$ cat src/include/simd_adder_regs.svh
`ifndef SIMD_ADDER_REGS_SVH
`define SIMD_ADDER_REGS_SVH

// Register byte offsets on the APB port
`define OFS_CTRL        8'h00
`define OFS_PATTERN_LO  8'h04
`define OFS_PATTERN_HI  8'h08
`define OFS_MASK_LO     8'h0c
`define OFS_MASK_HI     8'h10
`define OFS_STATUS      8'h14
`define OFS_RESULT_LO   8'h18
`define OFS_RESULT_HI   8'h1c

// Control word: writable bits and reset value
// [1:0] mult usage, [3:2] lane split, [5:4] autoclear, [7:6] mask source,
// [8] pattern source, [9] matcher used, [10] third operand stage count,
// [11] result stage used, [12] subtract
`define CTRL_WMASK      32'h0000_1fff
`define CTRL_RESET      32'h0000_0c01

// Status word bit positions
`define ST_DETECT       0
`define ST_DETECT_PREV  1
`define ST_CONFLICT     2
`define ST_CARRY_LSB    4

// Static comparator values after reset
`define PATTERN_RESET   48'h0000_0000_0000
`define MASK_RESET      48'h3fff_ffff_ffff

`endif

$ cat src/include/simd_adder_pkg.sv
package simd_adder_pkg;

  typedef enum logic [1:0] {
    mult_never   = 2'b00,
    mult_always  = 2'b01,
    mult_dynamic = 2'b10
  } mult_usage_t;

  typedef enum logic [1:0] {
    single_wide_lane   = 2'b00,
    dual_half_lanes    = 2'b01,
    quad_quarter_lanes = 2'b10
  } adder_lane_split_t;

  typedef enum logic [1:0] {
    clear_none       = 2'b00,
    clear_on_match   = 2'b01,
    clear_on_unmatch = 2'b10
  } match_autoclear_policy_t;

  typedef enum logic [1:0] {
    mask_static                = 2'b00,
    mask_third_operand         = 2'b01,
    inverted_operand_shift_one = 2'b10,
    inverted_operand_shift_two = 2'b11
  } mask_source_t;

  typedef enum logic {
    pattern_static        = 1'b0,
    pattern_third_operand = 1'b1
  } pattern_source_t;

  typedef struct packed {
    logic [18:0]             reserved;
    logic                    subtract;
    logic                    result_stage_used;
    logic                    third_operand_stage_count;
    logic                    matcher_used;
    pattern_source_t         pattern_source;
    mask_source_t            mask_source;
    match_autoclear_policy_t match_autoclear_policy;
    adder_lane_split_t       adder_lane_split;
    mult_usage_t             mult_usage;
  } ctrl_t;

  typedef struct packed {
    logic [47:0] pattern;
    logic [47:0] mask;
  } match_static_t;

endpackage

$ cat src/rtl/pattern_matcher.sv
`timescale 1ns/1ps
`default_nettype none

module pattern_matcher
  import simd_adder_pkg::*;
(
  input  wire logic [47:0]   value,
  input  wire logic [47:0]   third_operand,
  input  wire match_static_t static_cfg,
  input  wire mask_source_t  mask_source,
  input  wire pattern_source_t pattern_source,
  output logic               match
);

  logic [47:0] mask_sel;
  logic [47:0] pattern_sel;

  always_comb begin
    case (mask_source)
      mask_third_operand:         mask_sel = third_operand;
      inverted_operand_shift_one: mask_sel = {~third_operand[46:0], 1'b0};
      inverted_operand_shift_two: mask_sel = {~third_operand[45:0], 2'b00};
      default:                    mask_sel = static_cfg.mask;
    endcase
  end

  assign pattern_sel = (pattern_source == pattern_third_operand) ? third_operand
                                                                 : static_cfg.pattern;

  // Masked-out bits are forced equal so only compared bits can fail
  assign match = &(~(value ^ pattern_sel) | mask_sel);

endmodule // pattern_matcher

`default_nettype wire

$ cat src/rtl/simd_adder_pattern_match.sv
`timescale 1ns/1ps
`default_nettype none

`include "simd_adder_regs.svh"

// Notes on behaviour
// - Multiplier usage is never, always or dynamic, always after reset, and never gates it off.
// - In dynamic usage the mult_select input picks product or concatenation each cycle.
// - The adder runs as one 48-bit, two 24-bit or four 12-bit lanes, single lane after reset.
// - Multiply-then-add works in the single wide lane setting.
// - With autoclear enabled and the result stage used, a detect event clears the result register at the next edge.
// - Clear-on-match clears the result on the cycle after the comparison matched.
// - Clear-on-unmatch clears only when a match is lost after a matching cycle.
// - A mask bit of one excludes that bit from the comparison, zero includes it.
// - A static 48-bit pattern set by software is available to the comparator.
// - The mask is the static mask, the third operand, or its inverse shifted by one or two.
// - Rounding masks come from the third operand after its optional stage.
// - The pattern is the static pattern or the third operand, static after reset.
// - The matcher-used bit is stored and read back but changes no behaviour.
// - The result register is selectable, loads under its enable and clears synchronously.
// - The third operand stage is optional, loads under its enable and clears synchronously.
module simd_adder_pattern_match
  import simd_adder_pkg::*;
(
  input  wire logic        pclk,
  input  wire logic        presetn,
  input  wire logic        psel,
  input  wire logic        penable,
  input  wire logic        pwrite,
  input  wire logic [7:0]  paddr,
  input  wire logic [31:0] pwdata,
  output logic [31:0]      prdata,
  output logic             pready,
  output logic             pslverr,
  input  wire logic [29:0] op_a,
  input  wire logic [17:0] op_b,
  input  wire logic [47:0] op_c,
  input  wire logic        mult_select,
  input  wire logic        third_operand_stage_enable,
  input  wire logic        third_operand_stage_clear,
  input  wire logic        output_stage_enable,
  input  wire logic        output_stage_clear,
  output logic [47:0]      result,
  output logic [3:0]       lane_carry,
  output logic             pattern_detect,
  output logic             config_conflict
);

  ctrl_t         ctrl_ff;
  match_static_t static_ff;
  logic [31:0]   prdata_ff;
  logic [47:0]   third_stage_ff;
  logic [47:0]   third_operand;
  logic [47:0]   result_ff;
  logic [47:0]   nxt_result;
  logic [3:0]    carry_ff;
  logic          detect_ff;
  logic          detect_prev_ff;
  logic          nxt_detect;
  logic          mult_active;
  logic          use_product;
  logic [24:0]   mult_a;
  logic [17:0]   mult_b;
  logic [42:0]   product;
  logic [47:0]   x_operand;
  logic [47:0]   x_eff;
  logic [3:0]    lane_start;
  logic [4:0]    carry_chain;
  logic [3:0]    seg_carry;
  logic [47:0]   sum;
  logic          autoclear;
  logic          result_load;
  logic          wr_en;
  logic          rd_setup;
  logic          addr_hit;
  logic [31:0]   rd_mux;
  logic [31:0]   status_word;
  logic [3:0]    nxt_carry;
  logic          result_clear;
  logic          lanes_split;
  logic [47:0]   product_ext;
  logic [47:0]   concat_ab;
  logic          wr_ctrl;
  logic          wr_pattern_lo;
  logic          wr_pattern_hi;
  logic          wr_mask_lo;
  logic          wr_mask_hi;

  // ---------------- APB slave ----------------
  assign wr_en    = psel & penable & pwrite;
  assign rd_setup = psel & ~penable & ~pwrite;

  // One strobe per writable register keeps each storage block simple
  assign wr_ctrl       = wr_en && (paddr == `OFS_CTRL);
  assign wr_pattern_lo = wr_en && (paddr == `OFS_PATTERN_LO);
  assign wr_pattern_hi = wr_en && (paddr == `OFS_PATTERN_HI);
  assign wr_mask_lo    = wr_en && (paddr == `OFS_MASK_LO);
  assign wr_mask_hi    = wr_en && (paddr == `OFS_MASK_HI);
  // Zero wait states: every access completes in its first access cycle
  assign pready   = 1'b1;

  // Unmapped offsets read as zero and are flagged with pslverr
  always_comb begin
    addr_hit = 1'b1;
    if (paddr == `OFS_CTRL) begin
      rd_mux = ctrl_ff;
    end else if (paddr == `OFS_PATTERN_LO) begin
      rd_mux = static_ff.pattern[31:0];
    end else if (paddr == `OFS_PATTERN_HI) begin
      rd_mux = {16'h0000, static_ff.pattern[47:32]};
    end else if (paddr == `OFS_MASK_LO) begin
      rd_mux = static_ff.mask[31:0];
    end else if (paddr == `OFS_MASK_HI) begin
      rd_mux = {16'h0000, static_ff.mask[47:32]};
    end else if (paddr == `OFS_STATUS) begin
      rd_mux = status_word;
    end else if (paddr == `OFS_RESULT_LO) begin
      rd_mux = result_ff[31:0];
    end else if (paddr == `OFS_RESULT_HI) begin
      rd_mux = {16'h0000, result_ff[47:32]};
    end else begin
      rd_mux   = 32'h0000_0000;
      addr_hit = 1'b0;
    end
  end

  assign pslverr = psel & penable & ~addr_hit;

  // Read data is captured in the setup cycle so prdata comes from a flop
  always_ff @(posedge pclk or negedge presetn) begin
    if (!presetn) begin
      prdata_ff <= 32'h0000_0000;
    end else if (rd_setup) begin
      prdata_ff <= rd_mux;
    end
  end

  assign prdata = prdata_ff;

  // Reserved control bits are dropped on write so they read back as zero
  always_ff @(posedge pclk or negedge presetn) begin
    if (!presetn) begin
      ctrl_ff <= ctrl_t'(`CTRL_RESET);
    end else if (wr_ctrl) begin
      ctrl_ff <= ctrl_t'(pwdata & `CTRL_WMASK);
    end
  end

  always_ff @(posedge pclk or negedge presetn) begin
    if (!presetn) begin
      static_ff.pattern <= `PATTERN_RESET;
      static_ff.mask    <= `MASK_RESET;
    end else if (wr_pattern_lo) begin
      static_ff.pattern[31:0] <= pwdata;
    end else if (wr_pattern_hi) begin
      static_ff.pattern[47:32] <= pwdata[15:0];
    end else if (wr_mask_lo) begin
      static_ff.mask[31:0] <= pwdata;
    end else if (wr_mask_hi) begin
      static_ff.mask[47:32] <= pwdata[15:0];
    end
  end

  // Matcher-used bit sits in ctrl_ff for readback only
  always_comb begin
    status_word                     = 32'h0000_0000;
    status_word[`ST_DETECT]         = detect_ff;
    status_word[`ST_DETECT_PREV]    = detect_prev_ff;
    status_word[`ST_CONFLICT]       = config_conflict;
    status_word[`ST_CARRY_LSB +: 4] = carry_ff;
  end

  // Split lanes with the multiplier in use give meaningless results
  // Split code 11 runs as the single lane, so it is no conflict
  assign lanes_split     = (ctrl_ff.adder_lane_split == dual_half_lanes) ||
                           (ctrl_ff.adder_lane_split == quad_quarter_lanes);
  assign config_conflict = lanes_split & mult_active;

  // ---------------- Third operand stage ----------------
  // Clear outranks enable, as on the result stage
  always_ff @(posedge pclk or negedge presetn) begin
    if (!presetn) begin
      third_stage_ff <= 48'h0000_0000_0000;
    end else if (third_operand_stage_clear) begin
      third_stage_ff <= 48'h0000_0000_0000;
    end else if (third_operand_stage_enable) begin
      third_stage_ff <= op_c;
    end
  end

  // Feeds the adder, the mask and the pattern alike, so all three see one stage
  always_comb begin
    if (ctrl_ff.third_operand_stage_count) begin
      third_operand = third_stage_ff;
    end else begin
      third_operand = op_c;
    end
  end

  // ---------------- Multiplier and X operand ----------------
  // Usage code 11 falls to the default and behaves as always
  always_comb begin
    case (ctrl_ff.mult_usage)
      mult_never:   use_product = 1'b0;
      mult_dynamic: use_product = mult_select;
      default:      use_product = 1'b1;
    endcase
  end

  // Inputs are held at zero when unused so the array does not toggle
  assign mult_active = (ctrl_ff.mult_usage != mult_never);
  assign mult_a      = mult_active ? op_a[24:0] : 25'h000_0000;
  assign mult_b      = mult_active ? op_b : 18'h0_0000;
  assign product     = 43'($signed(mult_a) * $signed(mult_b));

  // Product path for multiply-add, concatenation path otherwise
  assign product_ext = {{5{product[42]}}, product};
  assign concat_ab   = {op_a, op_b};
  assign x_operand   = use_product ? product_ext : concat_ab;

  // Subtract is third operand minus X, done as Z + ~X + 1 in each lane
  assign x_eff = ctrl_ff.subtract ? ~x_operand : x_operand;

  // ---------------- Lane-split adder ----------------
  // A set bit marks a segment that opens a lane and takes the lane carry-in
  always_comb begin
    case (ctrl_ff.adder_lane_split)
      dual_half_lanes:    lane_start = 4'b0101;
      quad_quarter_lanes: lane_start = 4'b1111;
      default:            lane_start = 4'b0001;
    endcase
  end

  assign carry_chain[0] = ctrl_ff.subtract;

  genvar seg;
  generate
    for (seg = 0; seg < 4; seg = seg + 1) begin : g_seg
      logic        cin;
      logic [12:0] seg_sum;
      // Carry is cut at each lane boundary so lanes stay independent
      assign cin = lane_start[seg] ? ctrl_ff.subtract : carry_chain[seg];
      assign seg_sum = {1'b0, third_operand[seg*12 +: 12]} +
                       {1'b0, x_eff[seg*12 +: 12]} + {12'h000, cin};
      assign sum[seg*12 +: 12] = seg_sum[11:0];
      assign carry_chain[seg+1] = seg_sum[12];
    end
  endgenerate

  // Each segment reports its own carry, lane boundary or not
  assign seg_carry = carry_chain[4:1];

  // ---------------- Result register and autoclear ----------------
  always_comb begin
    case (ctrl_ff.match_autoclear_policy)
      clear_on_match:   autoclear = detect_ff;
      clear_on_unmatch: autoclear = ~detect_ff & detect_prev_ff;
      default:          autoclear = 1'b0;
    endcase
  end

  // Without the result stage the register follows the sum every cycle
  assign result_load  = ~ctrl_ff.result_stage_used | output_stage_enable;
  // A clear outranks a load, so a match on a loading cycle still empties the register
  assign result_clear = ctrl_ff.result_stage_used & (output_stage_clear | autoclear);

  always_comb begin
    if (result_clear) begin
      nxt_result = 48'h0000_0000_0000;
    end else if (result_load) begin
      nxt_result = sum;
    end else begin
      nxt_result = result_ff;
    end
  end

  // Matching the value about to be stored keeps detect aligned with result
  pattern_matcher u_matcher (
    .value          (nxt_result),
    .third_operand  (third_operand),
    .static_cfg     (static_ff),
    .mask_source    (ctrl_ff.mask_source),
    .pattern_source (ctrl_ff.pattern_source),
    .match          (nxt_detect)
  );

  always_ff @(posedge pclk or negedge presetn) begin
    if (!presetn) begin
      result_ff <= 48'h0000_0000_0000;
    end else begin
      result_ff <= nxt_result;
    end
  end

  // Detect flags describe the value now held in result_ff
  always_ff @(posedge pclk or negedge presetn) begin
    if (!presetn) begin
      detect_ff <= 1'b0;
    end else begin
      detect_ff <= nxt_detect;
    end
  end

  // One cycle of history is all that loss-of-match needs
  always_ff @(posedge pclk or negedge presetn) begin
    if (!presetn) begin
      detect_prev_ff <= 1'b0;
    end else begin
      detect_prev_ff <= detect_ff;
    end
  end

  // Carries share the result register's enable and clear
  always_comb begin
    if (result_clear) begin
      nxt_carry = 4'h0;
    end else if (result_load) begin
      nxt_carry = seg_carry;
    end else begin
      nxt_carry = carry_ff;
    end
  end

  always_ff @(posedge pclk or negedge presetn) begin
    if (!presetn) begin
      carry_ff <= 4'h0;
    end else begin
      carry_ff <= nxt_carry;
    end
  end

  assign result         = result_ff;
  assign lane_carry     = carry_ff;
  assign pattern_detect = detect_ff;

endmodule // simd_adder_pattern_match

`default_nettype wire

$ cat config.mk
export PLATFORM = sky130hd
export DESIGN_NAME = simd_adder_pattern_match
export DESIGN_NICKNAME = d
export VERILOG_FILES = /design/src/include/simd_adder_pkg.sv /design/src/rtl/pattern_matcher.sv /design/src/rtl/simd_adder_pattern_match.sv
export VERILOG_INCLUDE_DIRS = /design/src /design/src/include
export SDC_FILE = /design/constraint.sdc
export NUM_CORES = 2
export LEC_CHECK = 0
export BUFFER_PORTS_ARGS = -buffer_cell sky130_fd_sc_hd__buf_4
export CAP_MARGIN = 20
export CORE_ASPECT_RATIO = 0.7
export CORE_MARGIN = 2
export CORE_UTILIZATION = 40
export CTS_CLUSTER_SIZE = 30
export DETAILED_ROUTE_END_ITERATION = 8
export HOLD_SLACK_MARGIN = 0.08
export MAX_ROUTING_LAYER = met4
export PLACE_DENSITY = 0.66
export SYNTH_ARGS = -nofsm -noshare
export SYNTH_HDL_FRONTEND = slang
export SYNTH_SLANG_ARGS = --single-unit
$ cat constraint.sdc
create_clock -name pclk -period 15.15 [get_ports pclk]
set_clock_uncertainty 0.05 [all_clocks]
set_input_delay 3.7875 -clock pclk [delete_from_list [all_inputs] [get_ports pclk]]
set_output_delay 3.7875 -clock pclk [all_outputs]
set_load 0.1 [all_outputs]
==> summary.txt <==
Vias in the first global route -> 28400
Routability cong. -> 1.03
Max H-tree Level -> 1
Fin. Hold Viols -> 0
PwrDens -> 61.8 nW/um2
Cells on worst reg2reg path -> 56
Register area -> 6150 um2
Final period util -> 0.994
Worst min-delay path class -> reg2reg
Final wirelength -> 117 mm
Post-route DRC -> 0
DP Wirelength -> 95.1 mm
Max Clk Rate -> 66.4 MHz
Max-slew violations -> 0
Hold_buf cts -> 0
Clock sink count -> 243
Mapped Area -> 32900 um2
CP delay by family, top -> adder cells
WL met2 -> 48.0 mm
Cells after Synth -> 3609
Most used cell, CP -> fa_1
Top_reg_cell synth -> dfrtp_1
Share of cells above drive strength 1 -> 0.220
Yosys warns -> 0
Stages on the worst setup path -> 57
Via count -> 28500
PortBufs -> 232
Syn Area/Cell -> 9.11 um2
#FFs+latches synth -> 243
GRT Overall Usage -> 0.284
Leakage -> 0.0180 uW
Placed cell count -> 4993
Worst EP arrival -> 15.48 ns
Hold Path Depth -> 2
Clock Latency Late Sink -> 0.54 ns
Util after Layout -> 0.475
Max-cap viol count -> 0
Initial antenna violation count -> 9
Multi-input logic area -> 24000 um2
Routed met3 length -> 14.2 mm
Critical Path Fanout Max -> 6
Die Y -> 244 um
Critical Path RT -> 15.57 ns
Worst path bufs/invs -> 9
Crit start category -> input pin
Antenna-violating nets left -> 0
CORE AREA -> 81000 um2
Syn Nets -> 4357
DR top layer -> met4
Status -> completed
Post-layout instance count excluding filler cells -> 5048
CTS buffer count -> 22
Largest net degree at the start of global routing -> 154
Fraction of registers with async set or reset after synthesis -> 1.00
Peak supply drop -> 0.0711 mV
First-pass GRT wire length -> 178 mm
Count of different cell masters after synthesis -> 96
Worst path max stage delay -> 0.59 ns
First-pass DRT Iterations -> 7
Crit. End Element -> flip-flop
Initial Util -> 0.406
CTS Buffer Depth -> 3
Fin crit period -> 15.06 ns
RSZ-0062 raised after global routing -> yes
Io pins -> 234
Remaining global-route overflow -> 0
Rows -> 87
Fillers -> 7781
Slowest CP cell -> fa_1
Clock Pin Slew Worst Setup and Hold Paths -> 0.07 ns
M1 WL -> 51.6 mm
Sequential-to-total area share from yosys stat -> 0.187
Chip Width -> 347 um
Area grow syn2layout -> 17.0%
WL/cell -> 23.2 um
Post-synth EDFFs -> 0
Vias/cell -> 5.64
Root buf cell -> clkbuf_16
Worst-Margin Slew -> 1.10 ns
Die ar. -> 84500 um2
CP Class -> in2reg
Iter 0 DRT Violations -> 3124
CTS tree -> done
Slew HR -> 0.267
Final setup viols -> 0
Total Nets Final -> 4705
==> per-stage QoR <==
stage	TNS (ns)	worst slack [ns]	power [uW]	hold WS [ns]	area, um2
after CTS	0	0.00336	2350	0.471	38300
after detailed placement	-0.951	-0.951	1790	0.453	37500
final	0	0.0890	2380	0.470	38500
after global routing	-0.502	-0.502	2470	0.490	38500
after floorplan	0	0.0138	1410	0.430	32900
after global placement	-0.694	-0.694	1780	0.442	37500
==> final cells by class <==
class,count,area share
antenna,7,0.000455
clock buffer,32,0.0164
clock inverter,8,0.00114
inverter,525,0.0512
multi-input combinational,2608,0.625
sequential,243,0.160
tap,1068,0.0347
timing repair buffer,557,0.111
==> metal layers <==
| metal | global-route usage | vias to the layer above |
|---|---|---|
| met1 | 0.400 | 14300 |
| met2 | 0.395 | 1427 |
| met3 | 0.0896 | 206 |
| li1 | - | 12600 |
| met4 | 0.0659 | 0 |
| met5 | - | - |
==> final timing paths <==
| kind | from | endpoint | slack, ns |
|---|---|---|---|
| hold reg to reg | third_stage_ff[10]$_DFFE_PN0P_ | third_stage_ff[10]$_DFFE_PN0P_ | 0.47 |
| setup reg to reg | ctrl_ff[0]$_DFFE_PN1P_ | pattern_detect$_DFF_PN0_ | 1.87 |
| min in group asynchronous | presetn | third_stage_ff[19]$_DFFE_PN0P_ | 3.22 |
| setup / recovery | op_a[13] | pattern_detect$_DFF_PN0_ | 0.09 |
| max in group asynchronous | presetn | ctrl_ff[7]$_DFFE_PN0P_ | 10.36 |
| hold / removal | third_stage_ff[10]$_DFFE_PN0P_ | third_stage_ff[10]$_DFFE_PN0P_ | 0.47 |
==> state kept, by name (all words and copies together) (netlist names), 4 cells and up <==
register,count
static_ff,96
result,48
third_stage_ff,48
prdata,32
ctrl_ff,12
lane_carry,4
==> layout by cell type (no fill, tap or decap), types with 124 or more instances in the layout <==
cell,netlist,final
dfrtp_1,194,191
fa_1,448,442
nand2_1,398,398
inv_1,524,524
and3_1,161,160
buf_4,6,550
a21oi_1,135,127
o21ai_0,154,149
ha_1,154,152
nor2_1,212,212
mux2i_1,125,124
==> cells in the mapped netlist (44+ instances only) <==
cell type | count | area share
a21oi_1 | 135 | 0.021
a22oi_1 | 44 | 0.010
and3_1 | 161 | 0.031
clkbuf_1 | 176 | 0.020
dfrtp_1 | 194 | 0.15
dfstp_2 | 49 | 0.039
fa_1 | 448 | 0.27
ha_1 | 154 | 0.059
inv_1 | 524 | 0.060
mux2_2 | 113 | 0.039
mux2i_1 | 125 | 0.038
nand2_1 | 398 | 0.045
nand3_1 | 50 | 0.0076
nor2_1 | 212 | 0.024
o21ai_0 | 154 | 0.023
xnor2_1 | 125 | 0.033
==> where the power goes <==
part           total, uW  switching, uW  leakage [uW]  internal (uW)
sequential           782           81.9       0.00297            700
combinational       1030            700        0.0147            334
clock                559            269      0.000338            290
total               2380           1050        0.0180           1330
==> cell families (layout without fill, tap and decap cells) <==
group,Yosys count,count (layout),share of synthesized area
xor+xnor,151,151,0.0402
other cells,1,8,0.000114
fa+ha+maj,602,602,0.332
simple gates,1013,1013,0.146
flops,243,243,0.187
mux,255,255,0.0884
buf+inv,758,1122,0.0896
compound gates,586,586,0.117
==> repair_timing <==
action | CTS | global route
setup endpoints to repair | 1 | 1
pin swaps | 18 | 31
gates resized for setup | 23 | 21
setup buffers | 2 | 5
==> worst register-to-register path, delay by kind of cell (launching register included) <==
kind | cells | cell delay [ns]
adders and majority gates | 13 | 4.80
AOI/OAI and AO/OA | 21 | 3.71
and+or+nand+nor | 10 | 2.21
buffers and inverters | 6 | 0.77
DFF | 1 | 0.66
muxes | 3 | 0.51
xor gates and xnor gates | 3 | 0.49
No activity file was read; power rests on OpenSTA's default activity.
